`src/pkg/fwsr_pkg.sv`:
```
/*
 * Constants, register map and state types of the flash status poller.
 * Assumes a 100 MHz APB clock and a parallel flash on asynchronous pins.
 */
package fwsr_pkg;

    // ------------------------------------------------------------
    // Clock and pin timing
    // ------------------------------------------------------------
    localparam int CLK_NS       = 10;
    localparam int T_ACC_NS     = 70;   // Read access, least
    localparam int T_WP_NS      = 35;   // Write pulse, least
    localparam int T_REC_NS     = 20;   // Strobe high between cycles, least
    localparam int CYC_ACC      = (T_ACC_NS + CLK_NS - 1) / CLK_NS;
    localparam int CYC_WP       = (T_WP_NS + CLK_NS - 1) / CLK_NS;
    localparam int CYC_REC      = (T_REC_NS + CLK_NS - 1) / CLK_NS;
    localparam int CNT_W        = 4;

    // ------------------------------------------------------------
    // Status bit positions on the data bus
    // ------------------------------------------------------------
    localparam int DATA_POLLING_BIT_POS       = 7;
    localparam int TOGGLE_STATUS_FIRST_POS    = 6;
    localparam int TIMEOUT_FAIL_FLAG_POS      = 5;
    localparam int ERASE_WINDOW_FLAG_POS      = 3;
    localparam int TOGGLE_STATUS_SECOND_POS   = 2;

    localparam logic [15:0] CMD_RESET         = 16'h00F0;

    // ------------------------------------------------------------
    // Register map (byte offsets)
    // ------------------------------------------------------------
    localparam logic [7:0] OFS_CTRL    = 8'h00;
    localparam logic [7:0] OFS_ADDR    = 8'h04;
    localparam logic [7:0] OFS_WDATA   = 8'h08;
    localparam logic [7:0] OFS_STATUS  = 8'h0C;
    localparam logic [7:0] OFS_RDATA   = 8'h10;
    localparam logic [7:0] OFS_IRQ_ST  = 8'h14;
    localparam logic [7:0] OFS_IRQ_EN  = 8'h18;
    localparam logic [7:0] OFS_IRQ_CLR = 8'h1C;
    localparam logic [7:0] OFS_POLLS   = 8'h20;

    // Status register bits
    localparam int ST_BUSY      = 0;
    localparam int ST_OK        = 1;
    localparam int ST_FAIL      = 2;
    localparam int ST_WINDOW    = 3;
    localparam int ST_RDY       = 4;
    localparam int ST_REJECT    = 5;
    localparam int ST_REFUSED   = 6;

    // Interrupt bits
    localparam int IRQ_N        = 3;
    localparam int IRQ_DONE     = 0;
    localparam int IRQ_FAIL     = 1;
    localparam int IRQ_READY    = 2;

    typedef enum logic [2:0] {
        OP_READ   = 3'h0,
        OP_WRITE  = 3'h1,
        OP_POLL   = 3'h2,
        OP_RESET  = 3'h3,
        OP_WINDOW = 3'h4,
        OP_ADD    = 3'h5
    } fwsr_op_t;

    typedef enum logic [3:0] {
        S_IDLE  = 4'h0,
        S_RD1   = 4'h1,
        S_RD2   = 4'h3,
        S_RD3   = 4'h2,
        S_RST   = 4'h6,
        S_SGL   = 4'h7,
        S_WPRE  = 4'h5,
        S_WWR   = 4'h4,
        S_WPOST = 4'hC
    } fwsr_state_t;

    typedef enum logic [1:0] {
        E_IDLE = 2'h0,
        E_ACT  = 2'h1,
        E_REC  = 2'h3
    } fwsr_eng_t;

endpackage : fwsr_pkg

```
`src/pkg/fwsr_cyc_if.sv`:
```
/*
 * One flash bus cycle request and its answer, between sequencer and engine.
 * Assumes req is a one-cycle pulse and is not raised again before done.
 */
`timescale 1ns/10ps
`default_nettype none
interface fwsr_cyc_if #(parameter int AW = 20, parameter int DW = 16);
    logic          req;
    logic          wr;
    logic [AW-1:0] addr;
    logic [DW-1:0] wdata;
    logic          done;
    logic [DW-1:0] rdata;

    modport ctl (output req, output wr, output addr, output wdata, input done, input rdata);
    modport eng (input req, input wr, input addr, input wdata, output done, output rdata);
endinterface : fwsr_cyc_if
`default_nettype wire

```
`src/logic/fwsr_ctrl.sv`:
```
/*
 * Host-side flash status poller: APB registers, single cycles, toggle-bit
 * completion polling with failure recovery, and guarded sector-erase adds.
 * Assumes flash pins are synchronous to pclk and the APB master is standard.
 */
// The register addresses and the APB slave port were left to the implementer.
//
// Contract
// - Host starts status check with two consecutive reads, comparing the toggle bit.
// - Same toggle value on two reads means done; next read returns array data.
// - Toggling with timeout flag high: recheck; stopped means success, else reset.
// - Returning to a check restarts the procedure from its first double read.
// - After any timeout failure the host writes the reset command.
// - Host may skip window checks only if adds come under 50 us apart.
// - Check window flag before and after each add; high after means maybe rejected.
`timescale 1ns/10ps
`default_nettype none
module fwsr_ctrl #(
    parameter int AW = 20,
    parameter int DW = 16
) (
    input  wire logic          pclk,
    input  wire logic          presetn,
    input  wire logic          psel,
    input  wire logic          penable,
    input  wire logic          pwrite,
    input  wire logic [7:0]    paddr,
    input  wire logic [31:0]   pwdata,
    output var  logic [31:0]   prdata,
    output var  logic          pready,
    output var  logic          pslverr,
    output var  logic          irq,
    output wire logic [AW-1:0] flash_addr,
    output wire logic [DW-1:0] flash_dq_o,
    output wire logic          flash_dq_oe,
    input  wire logic [DW-1:0] flash_dq_i,
    output wire logic          flash_ce_n,
    output wire logic          flash_oe_n,
    output wire logic          flash_we_n,
    input  wire logic          ready_busy_output
);
    import fwsr_pkg::*;

    fwsr_cyc_if #(.AW(AW), .DW(DW)) cyc ();

    fwsr_cyc_eng #(.AW(AW), .DW(DW)) u_eng (
        .pclk        (pclk),
        .presetn     (presetn),
        .cyc         (cyc.eng),
        .flash_addr  (flash_addr),
        .flash_dq_o  (flash_dq_o),
        .flash_dq_oe (flash_dq_oe),
        .flash_dq_i  (flash_dq_i),
        .flash_ce_n  (flash_ce_n),
        .flash_oe_n  (flash_oe_n),
        .flash_we_n  (flash_we_n)
    );

    // ------------------------------------------------------------
    // Registers and state
    // ------------------------------------------------------------
    fwsr_state_t        st_r;
    fwsr_op_t           op_r;
    logic [AW-1:0]      addr_r;
    logic [DW-1:0]      wdata_r;
    logic [DW-1:0]      rdata_r;
    logic               ok_r;
    logic               fail_r;
    logic               window_r;
    logic               reject_r;
    logic               refused_r;
    logic               tog_r;
    logic [15:0]        polls_r;
    logic [IRQ_N-1:0]   irq_st_r;
    logic [IRQ_N-1:0]   irq_en_r;
    logic               rdy_d_r;
    logic               req_r;
    logic               wr_r;
    logic [AW-1:0]      cyc_addr_r;
    logic [DW-1:0]      cyc_wdata_r;

    logic               wr_acc;
    logic               start;
    logic               busy;
    logic [IRQ_N-1:0]   irq_set;
    logic               ev_done;
    logic               ev_fail;
    logic               tog_now;
    logic               fail_now;
    logic               win_now;

    assign busy     = (st_r != S_IDLE);
    assign wr_acc   = psel && penable && pwrite && !pready;
    assign start    = wr_acc && (paddr == OFS_CTRL) && !busy;
    assign tog_now  = cyc.rdata[TOGGLE_STATUS_FIRST_POS];
    assign fail_now = cyc.rdata[TIMEOUT_FAIL_FLAG_POS];
    assign win_now  = cyc.rdata[ERASE_WINDOW_FLAG_POS];

    assign cyc.req   = req_r;
    assign cyc.wr    = wr_r;
    assign cyc.addr  = cyc_addr_r;
    assign cyc.wdata = cyc_wdata_r;

    // ------------------------------------------------------------
    // APB slave: one wait state, unmapped offsets answer with error
    // ------------------------------------------------------------
    always_ff @(posedge pclk or negedge presetn) begin
        if (!presetn) begin
            pready  <= 1'b0;
            pslverr <= 1'b0;
            prdata  <= '0;
        end else begin
            pready  <= psel && penable && !pready;
            pslverr <= 1'b0;
            prdata  <= '0;
            if (psel && penable && !pready) begin
                case (paddr)
                    OFS_CTRL:    prdata <= {29'h0, op_r};
                    OFS_ADDR:    prdata <= 32'(addr_r);
                    OFS_WDATA:   prdata <= 32'(wdata_r);
                    OFS_STATUS:  prdata <= {25'h0, refused_r, reject_r, ready_busy_output,
                                            window_r, fail_r, ok_r, busy};
                    OFS_RDATA:   prdata <= 32'(rdata_r);
                    OFS_IRQ_ST:  prdata <= 32'(irq_st_r);
                    OFS_IRQ_EN:  prdata <= 32'(irq_en_r);
                    OFS_IRQ_CLR: prdata <= 32'h0000_0000;
                    OFS_POLLS:   prdata <= 32'(polls_r);
                    default:     pslverr <= 1'b1;
                endcase
            end
        end
    end

    // Software setup registers; writes while busy are held off for addr and data
    always_ff @(posedge pclk or negedge presetn) begin
        if (!presetn) begin
            addr_r   <= '0;
            wdata_r  <= '0;
            irq_en_r <= '0;
            op_r     <= OP_READ;
        end else if (wr_acc) begin
            case (paddr)
                OFS_ADDR:   if (!busy) addr_r <= pwdata[AW-1:0];
                OFS_WDATA:  if (!busy) wdata_r <= pwdata[DW-1:0];
                OFS_IRQ_EN: irq_en_r <= pwdata[IRQ_N-1:0];
                OFS_CTRL:   if (!busy) op_r <= fwsr_op_t'(pwdata[2:0]);
                default: ;
            endcase
        end
    end

    // ------------------------------------------------------------
    // Sequencer
    // ------------------------------------------------------------
    always_ff @(posedge pclk or negedge presetn) begin
        if (!presetn) begin
            st_r        <= S_IDLE;
            req_r       <= 1'b0;
            wr_r        <= 1'b0;
            cyc_addr_r  <= '0;
            cyc_wdata_r <= '0;
            tog_r       <= 1'b0;
            rdata_r     <= '0;
            ok_r        <= 1'b0;
            fail_r      <= 1'b0;
            window_r    <= 1'b0;
            reject_r    <= 1'b0;
            refused_r   <= 1'b0;
            polls_r     <= '0;
            ev_done     <= 1'b0;
            ev_fail     <= 1'b0;
        end else begin
            req_r   <= 1'b0;
            ev_done <= 1'b0;
            ev_fail <= 1'b0;
            if (cyc.done && !wr_r) begin
                rdata_r <= cyc.rdata;
            end
            case (st_r)
                S_IDLE: begin
                    if (start) begin
                        ok_r        <= 1'b0;
                        fail_r      <= 1'b0;
                        reject_r    <= 1'b0;
                        refused_r   <= 1'b0;
                        req_r       <= 1'b1;
                        cyc_addr_r  <= addr_r;
                        cyc_wdata_r <= wdata_r;
                        case (fwsr_op_t'(pwdata[2:0]))
                            OP_POLL: begin
                                polls_r <= '0;
                                wr_r    <= 1'b0;
                                st_r    <= S_RD1;
                            end
                            OP_ADD: begin
                                wr_r <= 1'b0;
                                st_r <= S_WPRE;
                            end
                            OP_WRITE: begin
                                wr_r <= 1'b1;
                                st_r <= S_SGL;
                            end
                            OP_RESET: begin
                                wr_r        <= 1'b1;
                                cyc_wdata_r <= DW'(CMD_RESET);
                                st_r        <= S_SGL;
                            end
                            default: begin
                                wr_r <= 1'b0;
                                st_r <= S_SGL;
                            end
                        endcase
                    end
                end
                S_RD1: begin
                    if (cyc.done) begin
                        tog_r <= tog_now;
                        req_r <= 1'b1;
                        st_r  <= S_RD2;
                    end
                end
                S_RD2: begin
                    if (cyc.done) begin
                        polls_r <= polls_r + 1'b1;
                        if (tog_now == tog_r) begin
                            ok_r    <= 1'b1;
                            ev_done <= 1'b1;
                            st_r    <= S_IDLE;
                        end else if (fail_now) begin
                            // Toggle may stop just as the timeout flag rises
                            tog_r <= tog_now;
                            req_r <= 1'b1;
                            st_r  <= S_RD3;
                        end else begin
                            // Each new look opens with a fresh double read
                            req_r <= 1'b1;
                            st_r  <= S_RD1;
                        end
                    end
                end
                S_RD3: begin
                    if (cyc.done) begin
                        if (tog_now == tog_r) begin
                            ok_r    <= 1'b1;
                            ev_done <= 1'b1;
                            st_r    <= S_IDLE;
                        end else begin
                            req_r       <= 1'b1;
                            wr_r        <= 1'b1;
                            cyc_wdata_r <= DW'(CMD_RESET);
                            st_r        <= S_RST;
                        end
                    end
                end
                S_RST: begin
                    if (cyc.done) begin
                        wr_r    <= 1'b0;
                        fail_r  <= 1'b1;
                        ev_fail <= 1'b1;
                        ev_done <= 1'b1;
                        st_r    <= S_IDLE;
                    end
                end
                S_WPRE: begin
                    if (cyc.done) begin
                        window_r <= win_now;
                        if (win_now) begin
                            // Erase already running: an add would be ignored
                            refused_r <= 1'b1;
                            ev_done   <= 1'b1;
                            st_r      <= S_IDLE;
                        end else begin
                            req_r <= 1'b1;
                            wr_r  <= 1'b1;
                            st_r  <= S_WWR;
                        end
                    end
                end
                S_WWR: begin
                    if (cyc.done) begin
                        req_r <= 1'b1;
                        wr_r  <= 1'b0;
                        st_r  <= S_WPOST;
                    end
                end
                S_WPOST: begin
                    if (cyc.done) begin
                        window_r <= win_now;
                        reject_r <= win_now;
                        ok_r     <= !win_now;
                        ev_done  <= 1'b1;
                        st_r     <= S_IDLE;
                    end
                end
                S_SGL: begin
                    if (cyc.done) begin
                        if (op_r == OP_WINDOW) begin
                            window_r <= win_now;
                        end
                        wr_r    <= 1'b0;
                        ok_r    <= 1'b1;
                        ev_done <= 1'b1;
                        st_r    <= S_IDLE;
                    end
                end
                default: st_r <= S_IDLE;
            endcase
        end
    end

    // ------------------------------------------------------------
    // Interrupts: sticky status, set beats a same-cycle clear
    // ------------------------------------------------------------
    assign irq_set = {ready_busy_output && !rdy_d_r, ev_fail, ev_done};

    always_ff @(posedge pclk or negedge presetn) begin
        if (!presetn) begin
            rdy_d_r  <= 1'b1;
            irq_st_r <= '0;
            irq      <= 1'b0;
        end else begin
            rdy_d_r <= ready_busy_output;
            if (wr_acc && (paddr == OFS_IRQ_CLR)) begin
                irq_st_r <= (irq_st_r & ~pwdata[IRQ_N-1:0]) | irq_set;
            end else begin
                irq_st_r <= irq_st_r | irq_set;
            end
            irq <= |(irq_st_r & irq_en_r);
        end
    end

endmodule : fwsr_ctrl
`default_nettype wire

```
`src/logic/fwsr_cyc_eng.sv`:
```
/*
 * Timed asynchronous read and write cycles on the flash pins.
 * Assumes the flash data input is stable by the end of the access count.
 */
`timescale 1ns/10ps
`default_nettype none
module fwsr_cyc_eng #(
    parameter int AW = 20,
    parameter int DW = 16
) (
    input  wire logic          pclk,
    input  wire logic          presetn,
    fwsr_cyc_if.eng            cyc,
    output var  logic [AW-1:0] flash_addr,
    output var  logic [DW-1:0] flash_dq_o,
    output var  logic          flash_dq_oe,
    input  wire logic [DW-1:0] flash_dq_i,
    output var  logic          flash_ce_n,
    output var  logic          flash_oe_n,
    output var  logic          flash_we_n
);
    import fwsr_pkg::*;

    fwsr_eng_t          st_r;
    logic [CNT_W-1:0]   cnt_r;

    // ------------------------------------------------------------
    // Cycle timing
    // ------------------------------------------------------------
    always_ff @(posedge pclk or negedge presetn) begin
        if (!presetn) begin
            st_r        <= E_IDLE;
            cnt_r       <= '0;
            flash_addr  <= '0;
            flash_dq_o  <= '0;
            flash_dq_oe <= 1'b0;
            flash_ce_n  <= 1'b1;
            flash_oe_n  <= 1'b1;
            flash_we_n  <= 1'b1;
            cyc.done    <= 1'b0;
            cyc.rdata   <= '0;
        end else begin
            cyc.done <= 1'b0;
            case (st_r)
                E_IDLE: begin
                    if (cyc.req) begin
                        flash_addr  <= cyc.addr;
                        flash_dq_o  <= cyc.wdata;
                        flash_dq_oe <= cyc.wr;
                        flash_ce_n  <= 1'b0;
                        flash_oe_n  <= cyc.wr;
                        flash_we_n  <= !cyc.wr;
                        cnt_r       <= cyc.wr ? CNT_W'(CYC_WP - 1) : CNT_W'(CYC_ACC - 1);
                        st_r        <= E_ACT;
                    end
                end
                E_ACT: begin
                    if (cnt_r == '0) begin
                        if (!flash_oe_n) begin
                            cyc.rdata <= flash_dq_i;
                        end
                        // Data stays driven one more cycle for hold after the write strobe
                        flash_ce_n <= 1'b1;
                        flash_oe_n <= 1'b1;
                        flash_we_n <= 1'b1;
                        cnt_r      <= CNT_W'(CYC_REC - 1);
                        st_r       <= E_REC;
                    end else begin
                        cnt_r <= cnt_r - 1'b1;
                    end
                end
                E_REC: begin
                    flash_dq_oe <= 1'b0;
                    if (cnt_r == '0) begin
                        cyc.done <= 1'b1;
                        st_r     <= E_IDLE;
                    end else begin
                        cnt_r <= cnt_r - 1'b1;
                    end
                end
                default: st_r <= E_IDLE;
            endcase
        end
    end

endmodule : fwsr_cyc_eng
`default_nettype wire

```
`config.mk`:
```
export PLATFORM = sky130hd
export DESIGN_NAME = fwsr_ctrl
export DESIGN_NICKNAME = d
export VERILOG_FILES = /design/src/pkg/fwsr_pkg.sv /design/src/pkg/fwsr_cyc_if.sv /design/src/logic/fwsr_ctrl.sv /design/src/logic/fwsr_cyc_eng.sv
export SDC_FILE = /design/constraint.sdc
export NUM_CORES = 1
export LEC_CHECK = 0
export ABC_AREA = 1
export ABC_CLOCK_PERIOD_IN_PS = 1800
export BUFFER_PORTS_ARGS = -buffer_cell sky130_fd_sc_hd__buf_2
export CORE_UTILIZATION = 56
export DETAILED_ROUTE_END_ITERATION = 8
export HOLD_SLACK_MARGIN = 0.1
export PLACE_DENSITY = 0.78
export SETUP_SLACK_MARGIN = 0.4
export SLEW_MARGIN = 20
export SYNTH_ARGS = -nofsm -noshare
export SYNTH_HDL_FRONTEND = slang
export SYNTH_HIERARCHICAL = 1
export SYNTH_SLANG_ARGS = --single-unit
```
`constraint.sdc`:
```
create_clock -name pclk -period 1.8 [get_ports pclk]
set_input_delay 0.36 -clock pclk [delete_from_list [all_inputs] [get_ports pclk]]
set_output_delay 0.36 -clock pclk [all_outputs]
set_load 0.05 [all_outputs]
```
==> results.sh <==
export IMPL_hold_violations=0
export IMPL_synth_top_area_cell="dfrtp_1"
export IMPL_gp_congestion=0.950
export IMPL_dp_hpwl_mm=17.2
export IMPL_num_vias=10400
export IMPL_period_share=0.962
export IMPL_synth_edff_count=0
export IMPL_clock_root_buffer="clkbuf_16"
export IMPL_async_flop_share=1.00
export IMPL_min_from="pwdata[16]"
export IMPL_tightest_slew_ps=656
export IMPL_core_region_area_um2=16800
export IMPL_fin_crit_ps=1730
export IMPL_rsz0062_at_grt="true"
export IMPL_initial_core_util=0.581
export IMPL_drv_slew=0
export IMPL_vias_per_cell=6.18
export IMPL_syn2layout_area_growth_pct=48.0
export IMPL_grt_use_total=0.342
export IMPL_worstPathArrival_ps=2170
export IMPL_post_place_ws_ps=-48.1
export IMPL_ff2ff_path_depth=7
export IMPL_worst_ir_drop_vdd_uv=978
export IMPL_fin_skew_ps=26.6
export IMPL_grt_pass1_vias=9059
export IMPL_antennaDiodeCount=0
export IMPL_rows=47
export IMPL_synthTopCellsByCount="418 x nand2_1, 210 x dfrtp_1, 97 x nand3_1"
export IMPL_place_area_um2=10900
export IMPL_ys_flop_type="dfrtp_1"
export IMPL_r2r_start="st_r[1]"
export IMPL_synth_warnings=6
export IMPL_power_share_switching=0.378
export IMPL_die_w_um=134
export IMPL_synth_most_common_cell="nand2_1"
export IMPL_dr_first_iter_drc_count=1647
export IMPL_worstHoldEndpoint="addr_r[16]"
export IMPL_p_clk_frac=0.281
export IMPL_fin_area_um2=14500
export IMPL_cp_required_ps=2240
export IMPL_die_h_um=134
export IMPL_power_share_sequential=0.359
export IMPL_power_switching_mw=6.64
export IMPL_htreeDepth=1
export IMPL_slew_headroom=0.559
export IMPL_final_cells=1679
export IMPL_final_antenna_net_count=0
export IMPL_synth_top_area_frac=0.538
export IMPL_rr_endpoint="addr_r[4]"
export IMPL_wl_per_cell_um=22.7
export IMPL_start_kind="flop"
export IMPL_finalPower_mw=17.5
export IMPL_syn_cell_area_um2=9770
export IMPL_cts_clk_slew_worst_paths_ps=70
export IMPL_nets=1507
export IMPL_pin_count=137
export IMPL_combPwrFrac=0.360
export IMPL_holdPathStages=3
export IMPL_yosys_register_bits=214
export IMPL_p_int_mw=10.9
export IMPL_p_per_area_nw_per_um2=1210
export IMPL_layout_setup_ws_ps=67.8
export IMPL_grt_max_degree=53
export IMPL_yosys_top_cells_area="dfrtp_1 54%, nand2_1 16%, nand3_1 5.0%"
export IMPL_fmax_mhz=577
export IMPL_dp_cells=1524
export IMPL_cts_sinks=214
export IMPL_first_pass_iters=6
export IMPL_leakage_nw=7.24
export IMPL_antenna_found_initial=0
export IMPL_avgSynthCellArea_um2=8.29
export IMPL_hold_class="in2reg"
export IMPL_endpoint_kind="flop"
export IMPL_drc=0
export IMPL_die_area_um2=18000
export IMPL_cts_made_buffers=23
export IMPL_wl_mm=38.2
export IMPL_clkLatencyLatePin_ps=530
export IMPL_status="complete, no violations"
export IMPL_ys_seq_area_frac=0.549
export IMPL_io_buffers=112
export IMPL_cts_tree="built"
export IMPL_grt_remaining_overflow=0
export IMPL_finalSetupViolCount=0
export IMPL_r2r_slack_ps=70
export IMPL_clock_path_buffers=3
export IMPL_crit_path_max_fanout=10
export IMPL_yosysUniqueCellTypes=41
export IMPL_fillers=759
export IMPL_syn_instance_count=1179
export IMPL_drive_gt1_frac=0.375
export IMPL_path_class="reg2reg"
export IMPL_drv_cap=0
export IMPL_grt_pass1_wl_mm=47.6
==> per-stage QoR <==
stage	hold WS [ps]	util	TNS, ps
4_1_cts	100	0.795	0
2_1_floorplan	64.4	-	0
3_3_place_gp	367	0.649	-76.9
3_5_place_dp	360	0.649	-83.4
6_report	93.2	0.860	0
5_1_grt	104	0.860	-4.36
==> final cells by class <==
| class | instances | area [um^2] | share of cell area |
|---|---|---|---|
| Sequential cell | 214 | 5370 | 0.371 |
| Inverter | 105 | 430 | 0.0298 |
| Clock inverter | 10 | 113 | 0.00779 |
| Multi-Input combinational cell | 823 | 4790 | 0.331 |
| Timing Repair Buffer | 275 | 2830 | 0.196 |
| Clock buffer | 32 | 649 | 0.0449 |
| Tap cell | 220 | 275 | 0.0190 |
==> per-layer routing <==
| layer | routed length (um) | global-route usage |
|---|---|---|
| met1 | 13200 | 0.443 |
| met2 | 17800 | 0.555 |
| met3 | 3980 | 0.0544 |
| met4 | 3190 | 0.185 |
| met5 | 0 | 0 |
==> kinds of logic (layout without fill, tap and decap cells) <==
family	count (synthesis)	in the layout	synth area share
AND/OR/NAND/NOR	642	645	0.278
flip-flops	214	214	0.549
adder cells (fa/ha/maj)	3	3	0.00384
multiplexers	13	13	0.0150
XOR/XNOR	3	3	0.00269
other	1	12	0.000384
AO/OA/AOI/OAI	147	147	0.0783
buffers and inverters	156	422	0.0734
==> placed cells by master, fill, tap and decap left out, types with 5 or more instances in the layout <==
cell type	instances
a21oi_1	8
o21ai_0	37
conb_1	12
buf_8	7
nand3_2	9
nor2_1	68
buf_16	11
buf_6	76
nand3_4	8
nand2_4	51
nand2_2	42
dfrtp_1	202
clkbuf_16	25
nor2_2	17
nand4_1	6
nand3_1	82
dlygate4sd3_1	20
buf_4	91
clkbuf_8	5
o21ai_4	5
o21ai_1	38
clkbuf_1	5
inv_4	6
inv_1	84
inv_2	11
buf_12	19
nand2_1	333
dfrtp_2	8
mux2_2	9
nor2_4	15
buf_2	48
a21oi_2	5
o21ai_2	45
==> timing repair <==
| action | in CTS | in global routing |
|---|---|---|
| setup endpoints to repair | 189 | 239 |
| gates cloned | 12 | 5 |
| pin swaps | 18 | 41 |
| hold buffers | 20 | 0 |
| gates resized for setup | 282 | 211 |
| hold endpoints to repair | 64 | 0 |
| buffers inserted | 42 | 34 |
==> registers in the layout, indices dropped and copies added (netlist names), 2 cells and up <==
| name | cells |
|---|---|
| cyc.addr | 20 |
| cyc.wdata | 16 |
| addr_r | 20 |
| u_eng/cnt_r | 4 |
| op_r | 3 |
| prdata | 20 |
| irq_en_r | 3 |
| st_r | 4 |
| u_eng/flash_dq_o | 16 |
| u_eng/cyc.rdata | 16 |
| u_eng/flash_addr | 20 |
| polls_r | 16 |
| u_eng/st_r | 2 |
| irq_st_r | 3 |
| wdata_r | 16 |
| rdata_r | 16 |
==> critical path: stages (launching register included) <==
cell and delay (ps):
dfrtp_2 450, nor2_4 170, nand2_4 110, nor3_4 250, nand2_4 140, buf_12 170, buf_16 150, o21ai_2 210
==> worst max-delay path by stage <==
stage	startpoint	endpoint	slack (ps)	depth (start not counted)
2_1_floorplan	pready	polls_r[10]	290	8
3_3_place_gp	paddr[7]	prdata[9]	-40	10
3_5_place_dp	paddr[7]	prdata[9]	-50	10
4_1_cts	u_eng/flash_oe_n	flash_oe_n	190	1
5_1_grt	st_r[2]	addr_r[4]	-4	7
6_report	st_r[1]	addr_r[4]	70	7
==> power by group through the flow <==
| stage | Clock (mW) | Sequential [mW] | Combinational, mW |
|---|---|---|---|
| final | 4.94 | 6.29 | 6.32 |
| after global routing | 5.15 | 6.34 | 6.69 |
| after CTS | 4.80 | 6.20 | 5.07 |
| after detailed placement | 0 | 6.25 | 3.76 |
| after global placement | 0 | 6.21 | 3.65 |
| after floorplan | 0 | 6.22 | 2.71 |
Power figures use the tool's default switching activity.
